==> src/verilog/dbp_pkg.sv <==
/*
 Constants, field layouts and command codes shared by the DDR2 burst,
 precharge and auto-precharge model. Assumes a single 50 MHz command clock.
*/
`default_nettype none
package dbp_pkg;
	localparam int CLK_PERIOD_PS  = 20000;
	localparam int RAS_MIN_NS     = 45;
	localparam int RTP_NS         = 8;
	localparam int RP_NS          = 15;
	localparam int WR_NS          = 15;
	localparam int RAS_MIN_CYC    = (RAS_MIN_NS * 1000 + CLK_PERIOD_PS - 1) /
	                                CLK_PERIOD_PS;
	localparam int RTP_CYC        = (RTP_NS * 1000 + CLK_PERIOD_PS - 1) /
	                                CLK_PERIOD_PS;
	localparam int RP_CYC         = (RP_NS * 1000 + CLK_PERIOD_PS - 1) /
	                                CLK_PERIOD_PS;
	localparam int WR_CYC         = (WR_NS * 1000 + CLK_PERIOD_PS - 1) /
	                                CLK_PERIOD_PS;

	localparam int AXI_ADDR_W     = 4;
	localparam logic [3:0] OFS_MODE   = 4'h0;
	localparam logic [3:0] OFS_TIMING = 4'h4;
	localparam logic [3:0] OFS_STATUS = 4'h8;
	localparam logic [1:0] RESP_OKAY   = 2'h0;
	localparam logic [1:0] RESP_SLVERR = 2'h2;

	localparam int MODE_BL_LSB    = 0;
	localparam int MODE_CL_LSB    = 4;
	localparam int MODE_AL_LSB    = 8;
	localparam int MODE_REDUNDANT_READ_STROBE_BIT  = 12;
	localparam int TIM_FIELD_W    = 5;
	localparam int TIM_RAS_LSB    = 0;
	localparam int TIM_RTP_LSB    = 5;
	localparam int TIM_RP_LSB     = 10;
	localparam int TIM_WR_LSB     = 15;
	localparam logic [19:0] TIM_RST = {5'(WR_CYC), 5'(RP_CYC),
	                                  5'(RTP_CYC), 5'(RAS_MIN_CYC)};

	localparam int MR_BL_LSB      = 0;
	localparam int MR_CL_LSB      = 4;
	localparam int EMR_AL_LSB     = 3;
	localparam int EMR_REDUNDANT_READ_STROBE_BIT   = 11;
	localparam int PRE_SEL_BIT    = 10;
	localparam logic [2:0] MR_BANK   = 3'h0;
	localparam logic [2:0] EMR1_BANK = 3'h1;
	localparam logic [2:0] BL4_CODE  = 3'h2;
	localparam logic [2:0] BL8_CODE  = 3'h3;
	localparam logic [2:0] CL_RST    = 3'h3;
	localparam logic [2:0] AL_RST    = 3'h0;
	localparam int LINE_DEPTH     = 16;
	localparam int NUM_BANKS      = 8;

	typedef enum logic [3:0] {
		CMD_MRS   = 4'b0000,
		CMD_PRE   = 4'b0010,
		CMD_ACT   = 4'b0011,
		CMD_WRITE = 4'b0100,
		CMD_READ  = 4'b0101
	} dbp_cmd_t;
endpackage
`default_nettype wire

==> src/verilog/dbp_bank_if.sv <==
/*
 Command and status bundle between the command decoder and the bank tracker.
 Assumes both ends run on the same command clock.
*/
`timescale 1ns/1ps
`default_nettype none
interface dbp_bank_if;
	logic       act;
	logic       rd;
	logic       wr;
	logic       pre;
	logic       ap;
	logic       pre_all;
	logic [2:0] bank;
	logic [7:0] rd_gap;
	logic [7:0] wr_gap;
	logic [4:0] ras;
	logic [4:0] rp;
	logic [7:0] open;
	logic [7:0] prech;
	logic [7:0] pend;
	modport ctl (output act, rd, wr, pre, ap, pre_all, bank, rd_gap, wr_gap,
	             ras, rp, input open, prech, pend);
	modport unit (input act, rd, wr, pre, ap, pre_all, bank, rd_gap, wr_gap,
	              ras, rp, output open, prech, pend);
endinterface
`default_nettype wire

==> src/verilog/dbp_top.sv <==
/*
 DDR2 device command model: write byte mask path, burst handling,
 explicit and automatic precharge, with an AXI4-Lite register slave.
 Assumes the controller drives commands and write data on CLK.
*/
// The address map and the AXI4-Lite slave port were decided locally.
`timescale 1ns/1ps
`default_nettype none
module dbp_top #(
	parameter int DQ_W = 8
) (
	input  wire logic                  CLK,
	input  wire logic                  RESET_N,
	input  wire logic                  S_AXI_AWVALID,
	output logic                       S_AXI_AWREADY,
	input  wire logic [3:0]            S_AXI_AWADDR,
	input  wire logic                  S_AXI_WVALID,
	output logic                       S_AXI_WREADY,
	input  wire logic [31:0]           S_AXI_WDATA,
	input  wire logic [3:0]            S_AXI_WSTRB,
	output logic                       S_AXI_BVALID,
	input  wire logic                  S_AXI_BREADY,
	output logic [1:0]                 S_AXI_BRESP,
	input  wire logic                  S_AXI_ARVALID,
	output logic                       S_AXI_ARREADY,
	input  wire logic [3:0]            S_AXI_ARADDR,
	output logic                       S_AXI_RVALID,
	input  wire logic                  S_AXI_RREADY,
	output logic [31:0]                S_AXI_RDATA,
	output logic [1:0]                 S_AXI_RRESP,
	input  wire logic                  CS_N,
	input  wire logic                  RAS_N,
	input  wire logic                  CAS_N,
	input  wire logic                  WE_N,
	input  wire logic [2:0]            BANK_SEL,
	input  wire logic [13:0]           ADDR,
	input  wire logic [2*DQ_W-1:0]     DQ,
	input  wire logic [2*DQ_W/8-1:0]   WRITE_BYTE_MASK,
	output logic                       ARRAY_WR_STB,
	output logic [2:0]                 ARRAY_WR_BANK,
	output logic [9:0]                 ARRAY_WR_COL,
	output logic [1:0]                 ARRAY_WR_PAIR,
	output logic [2*DQ_W-1:0]          ARRAY_WR_DATA,
	output logic [2*DQ_W/8-1:0]        ARRAY_WR_BYTE_EN,
	output logic [7:0]                 BANK_OPEN,
	output logic [7:0]                 BANK_PRECHARGING,
	output logic [7:0]                 AUTO_PRE_PENDING
);
	localparam int MASK_W = 2 * DQ_W / 8;

	if (DQ_W < 8 || DQ_W % 8 != 0) begin : g_bad_width
		$error("DQ_W must be a positive multiple of 8");
	end

	dbp_bank_if bi ();

	dbp_pkg::dbp_cmd_t cmd;
	logic              aw_held_r;
	logic              w_held_r;
	logic [3:0]        aw_addr_r;
	logic [31:0]       w_data_r;
	logic [3:0]        w_strb_r;
	logic              do_write;
	logic [2:0]        bl_r;
	logic [2:0]        cl_r;
	logic [2:0]        al_r;
	logic              redundant_read_strobe_r;
	logic [19:0]       tim_r;
	logic [31:0]       mode_word;
	logic [31:0]       mode_nxt;
	logic [31:0]       tim_nxt;
	logic [2:0]        bl_half;
	logic [3:0]        wl;
	logic [4:0]        rtp;
	logic [13:0]       line_r [0:dbp_pkg::LINE_DEPTH-1];
	logic [13:0]       tap;
	logic [1:0]        beats_r;

	function automatic logic [31:0] apply_strb(input logic [31:0] old,
	                                           input logic [31:0] nw,
	                                           input logic [3:0]  strb);
		logic [31:0] res;
		res = old;
		for (int i = 0; i < 4; i++) begin
			if (strb[i]) begin
				res[8*i +: 8] = nw[8*i +: 8];
			end
		end
		apply_strb = res;
	endfunction

	function automatic logic [31:0] reg_read(input logic [3:0] a,
	                                         input logic [31:0] mw,
	                                         input logic [19:0] tw,
	                                         input logic [23:0] st);
		logic [3:0] wa;
		wa = {a[3:2], 2'b00};
		if (wa == dbp_pkg::OFS_MODE) begin
			reg_read = mw;
		end else if (wa == dbp_pkg::OFS_TIMING) begin
			reg_read = {12'h000, tw};
		end else if (wa == dbp_pkg::OFS_STATUS) begin
			reg_read = {8'h00, st};
		end else begin
			reg_read = 32'h0000_0000;
		end
	endfunction

	function automatic logic mapped(input logic [3:0] a);
		logic [3:0] wa;
		wa = {a[3:2], 2'b00};
		mapped = (wa == dbp_pkg::OFS_MODE) || (wa == dbp_pkg::OFS_TIMING) ||
		         (wa == dbp_pkg::OFS_STATUS);
	endfunction

	// Register bus: one write and one read outstanding at a time
	always_ff @(posedge CLK) begin
		if (!RESET_N) begin
			aw_held_r     <= 1'b0;
			S_AXI_AWREADY <= 1'b1;
			aw_addr_r     <= 4'h0;
		end else if (S_AXI_AWVALID && S_AXI_AWREADY) begin
			aw_held_r     <= 1'b1;
			S_AXI_AWREADY <= 1'b0;
			aw_addr_r     <= S_AXI_AWADDR;
		end else if (do_write) begin
			aw_held_r <= 1'b0;
		end else if (S_AXI_BVALID && S_AXI_BREADY) begin
			S_AXI_AWREADY <= 1'b1;
		end
	end

	always_ff @(posedge CLK) begin
		if (!RESET_N) begin
			w_held_r     <= 1'b0;
			S_AXI_WREADY <= 1'b1;
			w_data_r     <= 32'h0000_0000;
			w_strb_r     <= 4'h0;
		end else if (S_AXI_WVALID && S_AXI_WREADY) begin
			w_held_r     <= 1'b1;
			S_AXI_WREADY <= 1'b0;
			w_data_r     <= S_AXI_WDATA;
			w_strb_r     <= S_AXI_WSTRB;
		end else if (do_write) begin
			w_held_r <= 1'b0;
		end else if (S_AXI_BVALID && S_AXI_BREADY) begin
			S_AXI_WREADY <= 1'b1;
		end
	end

	assign do_write = aw_held_r && w_held_r && !S_AXI_BVALID;

	always_ff @(posedge CLK) begin
		if (!RESET_N) begin
			S_AXI_BVALID <= 1'b0;
			S_AXI_BRESP  <= dbp_pkg::RESP_OKAY;
		end else if (do_write) begin
			S_AXI_BVALID <= 1'b1;
			S_AXI_BRESP  <= mapped(aw_addr_r) ? dbp_pkg::RESP_OKAY :
			                dbp_pkg::RESP_SLVERR;
		end else if (S_AXI_BREADY) begin
			S_AXI_BVALID <= 1'b0;
		end
	end

	always_ff @(posedge CLK) begin
		if (!RESET_N) begin
			S_AXI_ARREADY <= 1'b1;
			S_AXI_RVALID  <= 1'b0;
			S_AXI_RDATA   <= 32'h0000_0000;
			S_AXI_RRESP   <= dbp_pkg::RESP_OKAY;
		end else if (S_AXI_ARVALID && S_AXI_ARREADY) begin
			S_AXI_ARREADY <= 1'b0;
			S_AXI_RVALID  <= 1'b1;
			S_AXI_RDATA   <= reg_read(S_AXI_ARADDR, mode_word, tim_r,
			                          {bi.pend, bi.prech, bi.open});
			S_AXI_RRESP   <= mapped(S_AXI_ARADDR) ? dbp_pkg::RESP_OKAY :
			                 dbp_pkg::RESP_SLVERR;
		end else if (S_AXI_RVALID && S_AXI_RREADY) begin
			S_AXI_RVALID  <= 1'b0;
			S_AXI_ARREADY <= 1'b1;
		end
	end

	assign mode_word = {19'h00000, redundant_read_strobe_r, 1'b0, al_r, 1'b0, cl_r, 1'b0, bl_r};
	assign mode_nxt  = apply_strb(mode_word, w_data_r, w_strb_r);
	assign tim_nxt   = apply_strb({12'h000, tim_r}, w_data_r, w_strb_r);
	assign cmd       = dbp_pkg::dbp_cmd_t'({CS_N, RAS_N, CAS_N, WE_N});

	// Mode set on the command pins takes priority over a bus write
	always_ff @(posedge CLK) begin
		if (!RESET_N) begin
			bl_r <= dbp_pkg::BL4_CODE;
			cl_r <= dbp_pkg::CL_RST;
		end else if (cmd == dbp_pkg::CMD_MRS && BANK_SEL == dbp_pkg::MR_BANK) begin
			bl_r <= ADDR[dbp_pkg::MR_BL_LSB +: 3];
			cl_r <= ADDR[dbp_pkg::MR_CL_LSB +: 3];
		end else if (do_write && {aw_addr_r[3:2], 2'b00} == dbp_pkg::OFS_MODE) begin
			bl_r <= mode_nxt[dbp_pkg::MODE_BL_LSB +: 3];
			cl_r <= mode_nxt[dbp_pkg::MODE_CL_LSB +: 3];
		end
	end

	always_ff @(posedge CLK) begin
		if (!RESET_N) begin
			al_r   <= dbp_pkg::AL_RST;
			redundant_read_strobe_r <= 1'b0;
		end else if (cmd == dbp_pkg::CMD_MRS &&
		             BANK_SEL == dbp_pkg::EMR1_BANK) begin
			al_r   <= ADDR[dbp_pkg::EMR_AL_LSB +: 3];
			redundant_read_strobe_r <= ADDR[dbp_pkg::EMR_REDUNDANT_READ_STROBE_BIT];
		end else if (do_write && {aw_addr_r[3:2], 2'b00} == dbp_pkg::OFS_MODE) begin
			al_r   <= mode_nxt[dbp_pkg::MODE_AL_LSB +: 3];
			redundant_read_strobe_r <= mode_nxt[dbp_pkg::MODE_REDUNDANT_READ_STROBE_BIT];
		end
	end

	always_ff @(posedge CLK) begin
		if (!RESET_N) begin
			tim_r <= dbp_pkg::TIM_RST;
		end else if (do_write &&
		             {aw_addr_r[3:2], 2'b00} == dbp_pkg::OFS_TIMING) begin
			tim_r <= tim_nxt[19:0];
		end
	end

	// Timing derived from the programmed length, never the actual burst
	assign bl_half = (bl_r == dbp_pkg::BL8_CODE) ? 3'h4 : 3'h2;
	assign wl      = {1'b0, al_r} + {1'b0, cl_r} - 4'h1;
	assign rtp     = tim_r[dbp_pkg::TIM_RTP_LSB +: dbp_pkg::TIM_FIELD_W];

	assign bi.act     = (cmd == dbp_pkg::CMD_ACT);
	assign bi.rd      = (cmd == dbp_pkg::CMD_READ);
	assign bi.wr      = (cmd == dbp_pkg::CMD_WRITE);
	assign bi.pre     = (cmd == dbp_pkg::CMD_PRE);
	assign bi.ap      = ADDR[dbp_pkg::PRE_SEL_BIT];
	assign bi.pre_all = ADDR[dbp_pkg::PRE_SEL_BIT];
	assign bi.bank    = BANK_SEL;
	// Prefetch ends at posted delay plus half burst minus two
	assign bi.rd_gap  = {5'h00, al_r} + {5'h00, bl_half} - 8'h02 +
	                    ((rtp > 5'h02) ? {3'h0, rtp} : 8'h02);
	assign bi.wr_gap  = {4'h0, wl} + {5'h00, bl_half} +
	                    {3'h0, tim_r[dbp_pkg::TIM_WR_LSB +:
	                    dbp_pkg::TIM_FIELD_W]};
	assign bi.ras     = tim_r[dbp_pkg::TIM_RAS_LSB +: dbp_pkg::TIM_FIELD_W];
	assign bi.rp      = tim_r[dbp_pkg::TIM_RP_LSB +: dbp_pkg::TIM_FIELD_W];

	dbp_bank_unit u_bank (
		.clk     (CLK),
		.reset_n (RESET_N),
		.bi      (bi)
	);

	// Write commands ride a delay line until write latency elapses
	always_ff @(posedge CLK) begin
		if (!RESET_N) begin
			for (int i = 0; i < dbp_pkg::LINE_DEPTH; i++) begin
				line_r[i] <= 14'h0000;
			end
		end else begin
			line_r[0] <= {bi.wr, BANK_SEL, ADDR[9:0]};
			for (int i = 1; i < dbp_pkg::LINE_DEPTH; i++) begin
				line_r[i] <= line_r[i-1];
			end
		end
	end

	assign tap = line_r[wl - 4'h1];

	// A new tap restarts the beat count, truncating an interrupted burst
	always_ff @(posedge CLK) begin
		if (!RESET_N) begin
			ARRAY_WR_STB     <= 1'b0;
			ARRAY_WR_BANK    <= 3'h0;
			ARRAY_WR_COL     <= 10'h000;
			ARRAY_WR_PAIR    <= 2'h0;
			ARRAY_WR_DATA    <= '0;
			ARRAY_WR_BYTE_EN <= '0;
			beats_r          <= 2'h0;
		end else if (tap[13] || beats_r != 2'h0) begin
			ARRAY_WR_STB     <= 1'b1;
			ARRAY_WR_DATA    <= DQ;
			// Redundant strobe mode reuses the mask pin, so masking is off
			ARRAY_WR_BYTE_EN <= redundant_read_strobe_r ? {MASK_W{1'b1}} : ~WRITE_BYTE_MASK;
			if (tap[13]) begin
				ARRAY_WR_BANK <= tap[12:10];
				ARRAY_WR_COL  <= tap[9:0];
				ARRAY_WR_PAIR <= 2'h0;
				beats_r       <= 2'(bl_half - 3'h1);
			end else begin
				ARRAY_WR_PAIR <= ARRAY_WR_PAIR + 2'h1;
				beats_r       <= beats_r - 2'h1;
			end
		end else begin
			ARRAY_WR_STB     <= 1'b0;
			ARRAY_WR_BYTE_EN <= '0;
		end
	end

	assign BANK_OPEN        = bi.open;
	assign BANK_PRECHARGING = bi.prech;
	assign AUTO_PRE_PENDING = bi.pend;
endmodule
`default_nettype wire

==> src/verilog/dbp_bank_unit.sv <==
/*
 Per-bank open/precharge tracking with auto-precharge scheduling.
 Assumes gaps, ras and rp are at least one cycle.
*/
`timescale 1ns/1ps
`default_nettype none
module dbp_bank_unit (
	input  wire logic  clk,
	input  wire logic  reset_n,
	dbp_bank_if.unit   bi
);
	logic [7:0] open_r;
	logic [7:0] prech_r;
	logic [7:0] pend_r;
	logic [7:0] ras_cnt_r [0:dbp_pkg::NUM_BANKS-1];
	logic [7:0] col_cnt_r [0:dbp_pkg::NUM_BANKS-1];
	logic [7:0] rp_cnt_r  [0:dbp_pkg::NUM_BANKS-1];
	logic [7:0] hit;
	logic [7:0] pre_hit;
	logic [7:0] start;

	function automatic logic [7:0] max8(input logic [7:0] a,
	                                    input logic [7:0] b);
		max8 = (a > b) ? a : b;
	endfunction

	assign hit = 8'h01 << bi.bank;
	assign pre_hit = bi.pre ? (bi.pre_all ? 8'hFF : hit) : 8'h00;

	always_comb begin
		for (int b = 0; b < dbp_pkg::NUM_BANKS; b++) begin
			start[b] = pre_hit[b] || (pend_r[b] && col_cnt_r[b] == 8'h00 &&
			           ras_cnt_r[b] == 8'h00);
		end
	end

	always_ff @(posedge clk) begin
		for (int b = 0; b < dbp_pkg::NUM_BANKS; b++) begin
			if (!reset_n) begin
				open_r[b] <= 1'b0;
			end else if (bi.act && hit[b]) begin
				open_r[b] <= 1'b1;
			end else if (start[b]) begin
				open_r[b] <= 1'b0;
			end
		end
	end

	// New auto-precharge request wins over a start in the same cycle
	always_ff @(posedge clk) begin
		for (int b = 0; b < dbp_pkg::NUM_BANKS; b++) begin
			if (!reset_n) begin
				pend_r[b] <= 1'b0;
			end else if ((bi.rd || bi.wr) && bi.ap && hit[b]) begin
				pend_r[b] <= 1'b1;
			end else if (start[b]) begin
				pend_r[b] <= 1'b0;
			end
		end
	end

	always_ff @(posedge clk) begin
		for (int b = 0; b < dbp_pkg::NUM_BANKS; b++) begin
			if (!reset_n) begin
				ras_cnt_r[b] <= 8'h00;
			end else if (bi.act && hit[b]) begin
				ras_cnt_r[b] <= {3'h0, bi.ras} - 8'h01;
			end else if (ras_cnt_r[b] != 8'h00) begin
				ras_cnt_r[b] <= ras_cnt_r[b] - 8'h01;
			end
		end
	end

	// Keep the later deadline so a same-bank interrupt never shortens it
	always_ff @(posedge clk) begin
		for (int b = 0; b < dbp_pkg::NUM_BANKS; b++) begin
			if (!reset_n) begin
				col_cnt_r[b] <= 8'h00;
			end else if (bi.rd && hit[b]) begin
				col_cnt_r[b] <= max8(col_cnt_r[b], bi.rd_gap - 8'h01);
			end else if (bi.wr && hit[b]) begin
				col_cnt_r[b] <= max8(col_cnt_r[b], bi.wr_gap - 8'h01);
			end else if (col_cnt_r[b] != 8'h00) begin
				col_cnt_r[b] <= col_cnt_r[b] - 8'h01;
			end
		end
	end

	always_ff @(posedge clk) begin
		for (int b = 0; b < dbp_pkg::NUM_BANKS; b++) begin
			if (!reset_n) begin
				prech_r[b]  <= 1'b0;
				rp_cnt_r[b] <= 8'h00;
			end else if (start[b]) begin
				prech_r[b]  <= 1'b1;
				rp_cnt_r[b] <= {3'h0, bi.rp} - 8'h01;
			end else if (rp_cnt_r[b] != 8'h00) begin
				rp_cnt_r[b] <= rp_cnt_r[b] - 8'h01;
			end else begin
				prech_r[b] <= 1'b0;
			end
		end
	end

	assign bi.open  = open_r;
	assign bi.prech = prech_r;
	assign bi.pend  = pend_r;

	for (genvar g = 0; g < dbp_pkg::NUM_BANKS; g++) begin : g_chk

	end
endmodule
`default_nettype wire

==> config.mk <==
export PLATFORM = sky130hd
export DESIGN_NAME = dbp_top
export DESIGN_NICKNAME = d
export VERILOG_FILES = /design/src/verilog/dbp_pkg.sv /design/src/verilog/dbp_bank_if.sv /design/src/verilog/dbp_top.sv /design/src/verilog/dbp_bank_unit.sv
export SDC_FILE = /design/constraint.sdc
export NUM_CORES = 1
export LEC_CHECK = 0
export BUFFER_PORTS_ARGS = -buffer_cell sky130_fd_sc_hd__buf_2
export CORE_AREA = 2 2 231 233
export CTS_CLUSTER_SIZE = 28
export DETAILED_ROUTE_END_ITERATION = 8
export DIE_AREA = 0 0 233 235
export PLACE_DENSITY = 0.87
export SLEW_MARGIN = 5
export SYNTH_ARGS = -nofsm -noshare
export SYNTH_HDL_FRONTEND = slang
export SYNTH_SLANG_ARGS = --single-unit
==> constraint.sdc <==
create_clock -name CLK -period 5.2 [get_ports CLK]
set_input_delay 0.26 -clock CLK [delete_from_list [all_inputs] [get_ports CLK]]
set_output_delay 0.26 -clock CLK [all_outputs]
set_load 0.02 [all_outputs]
# After elaboration in Yosys (flattened, before gate mapping)

Memories as Yosys holds them, arrays and structs flattened.
Index checks and enable logic that the tools add are counted.

Flip-flop bits (word level): 160
Logic and storage cells: 734
Input bits: 90
Memories: 4
Memory bits (writable): 416
Output and inout port bits: 99

Muxes and demuxes: 374
Shift operators: 1
Reduce and logical (&&, ||, !) cells: 155
Add/sub/neg operators: 39
Bitwise logic cells: 73
Magnitude comparators: 17
Eq/ne operators: 20

Memory list:

| memory           | words | width | read ports | clocked after memory_dff | wr ports | line                | source |
|---|---|---|---|---|---|---|---|
| line_r           | 16    | 14    | 16         | 0                        | 16       | dbp_top.sv:75       | `logic [13:0] line_r [0:dbp_pkg::LINE_DEPTH-1];` |
| u_bank.col_cnt_r | 8     | 8     | 8          | 0                        | 8        | dbp_bank_unit.sv:16 | `logic [7:0] col_cnt_r [0:dbp_pkg::NUM_BANKS-1];` |
| u_bank.ras_cnt_r | 8     | 8     | 8          | 0                        | 8        | dbp_bank_unit.sv:15 | `logic [7:0] ras_cnt_r [0:dbp_pkg::NUM_BANKS-1];` |
| u_bank.rp_cnt_r  | 8     | 8     | 8          | 0                        | 8        | dbp_bank_unit.sv:17 | `logic [7:0] rp_cnt_r [0:dbp_pkg::NUM_BANKS-1];` |

Operators by type and width:

| kind                | count |
|---|---|
| $mux 8              | 74 |
| $mux 1              | 266 |
| $mux 14             | 16 |
| $reduce_bool 8->1   | 24 |
| $sub 8x1->8 const B | 24 |
| $gt 8x8->1          | 16 |
| $logic_not 8->1     | 16 |
| $mux 24             | 3 |
| $or 1x1->1          | 72 |
| $logic_and 1x1->1   | 60 |
| $reduce_bool 2->1   | 27 |
| $mux 3              | 7 |
| $ne 2x1->1 const B  | 10 |
| $reduce_and 2->1    | 9 |
| $logic_or 1x1->1    | 14 |
| $sub 5x1->6 const B | 2 |
| $mux 2              | 5 |
| $mux 5              | 2 |
| $add 3x3->4         | 2 |
| $eq 4x2->1 const B  | 2 |
| $eq 4x3->1 const B  | 2 |
| $shl 1x3->8 const A | 1 |
| $sub 4x1->4 const B | 2 |
| $sub 7x2->8 const B | 1 |
| 18 further kinds    | 22 |

# Logic depth before layout (Yosys ltp)

Depth in word-level cells: 11
Mapped depth: 23
Depth with buffers taken out: 22

# By module

Synthesis repeated with hierarchy kept, for this count alone.

Cell total of the unflattened synthesis: 2779
Area total of the unflattened synthesis: 28209.6 um2

By module, submodules not included:

| module        | cells an instance | instances | sequential area each (um2) | area an instance (um2) |
|---|---|---|---|---|
| dbp_bank_unit | 1557              | 1         | 6246.0                     | 14993.1 |
| dbp_top       | 1222              | 1         | 6966.7                     | 13216.4 |

# Worst setup path after synthesis

No wires, ideal clock.

Path type: register -> register
From: reg bl_r[1] (netlist name)
To: mem u_bank.col_cnt_r[2][0] (netlist: u_bank.col_cnt_r[0][16]) (enable)
Slack: 287 ps
Arrival time: 4527 ps
Buffers on the path: 0
Stages on the path, launching flop included: 18
Path through: dfxtp_1 > nand2_1 > or2_2 > ha_1 > inv_1 > ha_1 > inv_1 > ha_1 > ha_1 > inv_1 > fa_1 > xnor2_1 > inv_1 > ha_1 > maj3_1 > a21o_1 > a221o_1 > a211oi_1

RTL lines:

| what          | line |
|---|---|
| end, declared | dbp_bank_unit.sv:16 |

==> impl_metrics.py <==
metrics = {
    "yosys": {
        "ys_types": 66,
        "avgSynthCellArea_um2": 9.99,
        "synth_flop_cell": "dfxtp_1",
        "synth-edff-count": 192,
        "ys_seq_area_share_pct": 46.6,
        "syn-instance-count": 2841,
        "async_reset_ff_share_pct": 0,
        "ys_ff_latch": 564,
        "synth_area_mm2": 0.0284,
        "synth.yosys.warnings": 0,
    },
    "placement": {
        "io_buffers": 159,
        "hpwlAfterDp_mm": 50.4,
        "place_inst": 3595,
        "post_dp_cell_area_mm2": 0.0298,
        "gp_congestion": 0.949,
    },
    "timing": {
        "finalSetupTns_ns": 0,
        "post-route-period-util_pct": 96.3,
        "hold_violations": 0,
        "slew_violations": 0,
        "worst_slew_pin_slew_ns": 1.22,
        "min_period_ns": 5.01,
        "hold-worst-slack_ns": 0.0479,
        "slew_headroom_pct": 18.3,
        "max_clock_freq_mhz": 200,
        "finalSetupViolations": 0,
        "finClkSkew_ns": 0.0568,
        "rsz0062_at_grt": "no",
    },
    "clock_tree": {
        "clock_path_buffers": 3,
        "cts_tree": "built",
        "clkSinkCount": 564,
        "path_clk_slew_ns": 0.07,
        "ctsHtreeMaxLevel": 2,
        "cts_made_buffers": 52,
        "clk_latency_ns": 0.66,
        "root_buffer": "clkbuf_16",
    },
    "global_route": {
        "grt_pass1_vias": 22971,
        "overflow": 0,
        "grt_antenna_before_repair": 3,
        "grt_max_degree": 111,
        "grt_usage_pct": 28.2,
        "grt_pass1_wl_mm": 123,
    },
    "pwr": {
        "p_per_area_mw_per_mm2": 471,
        "power_w": 0.0152,
        "peakVddDrop_mv": 0.299,
        "p_leak_nw": 13.0,
    },
    "worst_setup_path": {
        "critPathTopFamily": "adder cells",
        "cpMostUsedCell": "inv_1",
        "crit_chain": "inv_1, ha_1, inv_1, ha_1, inv_1, fa_1, fa_1, inv_1, ha_1, fa_1, xor2_1, inv_1, ha_1, o21ai_0, a21oi_1, a2bb2oi_1, maj3_1, o21ai_0, o211a_2",
        "cp_num_buf_inv": 5,
        "crit_path_end_kind": "flip-flop",
        "path_class": "flip-flop to flip-flop",
        "start_kind": "flip-flop",
        "crit_arrival_ns": 5.30,
        "critical_path.max_stage_delay_ns": 0.59,
        "cp_max_fo": 8,
        "cp.required_ns": 5.49,
        "crit_slowest_cell": "fa_1",
    },
    "final_layout": {
        "design_area_mm2": 0.0322,
        "stdcell_count": 3756,
        "multiInputGateArea_mm2": 0.0140,
        "regArea_mm2": 0.0132,
        "final_cell_mix": "372 x dfxtp_1, 275 x nand2_1, 227 x and2_1, 203 x nor2_1, 192 x edfxtp_1",
        "layout.nets": 3290,
        "final_common_cell": "dfxtp_1",
        "drive_gt1_share_pct": 12.7,
        "fillers": 3821,
        "area_growth_pct": 13.5,
    },
    "floorplanning": {
        "die_w_um": 233,
        "rows": 84,
        "io_pins": 189,
        "core-area_mm2": 0.0522,
        "die-area_mm2": 0.0548,
        "initial_core_util_pct": 54.3,
        "die_h_um": 235,
    },
    "run_status": {
        "status": "completed",
    },
    "detailed_routing": {
        "ant_nets": 0,
        "firstDrtPassIters": 6,
        "wl_per_cell_um": 21.0,
        "dr.first_iter.drc_count": 2426,
        "via_per_inst": 6.19,
        "vias": 23239,
        "drc_errors": 0,
        "totalWireLength_mm": 78.9,
    },
    "run": {
        "maxCapViolations": 0,
    },
    "min_path": {
        "hold_path_class": "input port to flip-flop",
    },
}
area by class of cell:
cell class | count | area share (%)
Inverter | 152 | 1.78
Timing Repair Buffer | 261 | 5.33
Tap cell | 688 | 2.67
Clock buffer | 75 | 4.78
Multi-Input combinational cell | 1990 | 43.6
Clock inverter | 23 | 0.839
Antenna cell | 3 | 0.0233
Sequential cell | 564 | 41.0
state kept, by name, summed over array words and instances (netlist names), 10 cells and up:
register and count:
line_r 224, u_bank.col_cnt_r 64, u_bank.ras_cnt_r 64, u_bank.rp_cnt_r 64, S_AXI_RDATA 24, tim_r 20
w_data_r 20, ARRAY_WR_DATA 16, ARRAY_WR_COL 10
repair_timing:
action / CTS / global route
gates resized for setup: 0 / 1
hold buffers: 60 / 0
buffers inserted: 0 / 0
setup endpoints to repair: 0 / 8
hold endpoints to repair: 64 / 0
kinds of logic (layout without fill, tap and decap cells):
logic type      after synthesis  in the layout  share of synthesized area, %
compound gates              511            511                          11.4
xor+xnor                    172            172                          5.39
fa+ha+maj                   188            188                          8.37
buf+inv                     296            511                          4.24
flops                       564            564                          46.6
mux                          94             94                          6.40
other cells                   1             13                        0.0132
simple gates               1015           1015                          17.6
through the flow:
stage | util (%) | worst slack [ns]
floorplan | - | 0.287
global placement | 57.0 | 0.368
detailed placement | 57.0 | 0.321
CTS | 61.7 | 0.201
global route | 61.7 | 0.00359
finish | 61.7 | 0.194
power breakdown:
group          switching [W]  internal, W
clock network        0.00179      0.00224
logic                0.00266      0.00215
registers           0.000804      0.00553
routing by layer:
metal  vias to the layer above  track usage [%]  share of wire, %
met2                      1382             45.7                47
met4                         0             17.8               6.7
met3                       366             5.92               9.7
met5                         -                0                 0
met1                     11018             34.2                37
li1                      10473                -                 -
cell usage after synthesis, drive strengths merged (15+ instances only):
master | n | area, µm²
nand2 | 275 | 1030
edfxtp | 192 | 5770
clkbuf | 108 | 405
nand3 | 108 | 541
a21o | 15 | 113
o22ai | 110 | 688
xor2 | 64 | 568
and2 | 228 | 1430
nand2b | 15 | 101
nor4b | 15 | 131
nor3 | 77 | 385
a221oi | 40 | 350
nor2 | 203 | 762
o221ai | 17 | 149
a21oi | 135 | 676
mux4 | 70 | 1580
o21ai | 101 | 505
dfxtp | 372 | 7450
mux2i | 24 | 240
inv | 148 | 556
a22oi | 23 | 173
nor4 | 21 | 131
and3 | 16 | 100
buf | 36 | 226
ha | 173 | 2160
a211oi | 17 | 128
xnor2 | 108 | 961
path summary, 6_finish.rpt:
check / start / end / slack, ns / depth (start not counted)
hold / removal: BANK_SEL[2] / line_r[0][12] / 0.05 / 2
setup reg to reg: al_r[1] / u_bank.col_cnt_r[1][4] / 0.19 / 19
hold reg to reg: line_r[5][3] / line_r[6][3] / 0.45 / 1
setup / recovery: al_r[1] / u_bank.col_cnt_r[1][4] / 0.19 / 19
Note: power is estimated with default switching activity, not from simulation.
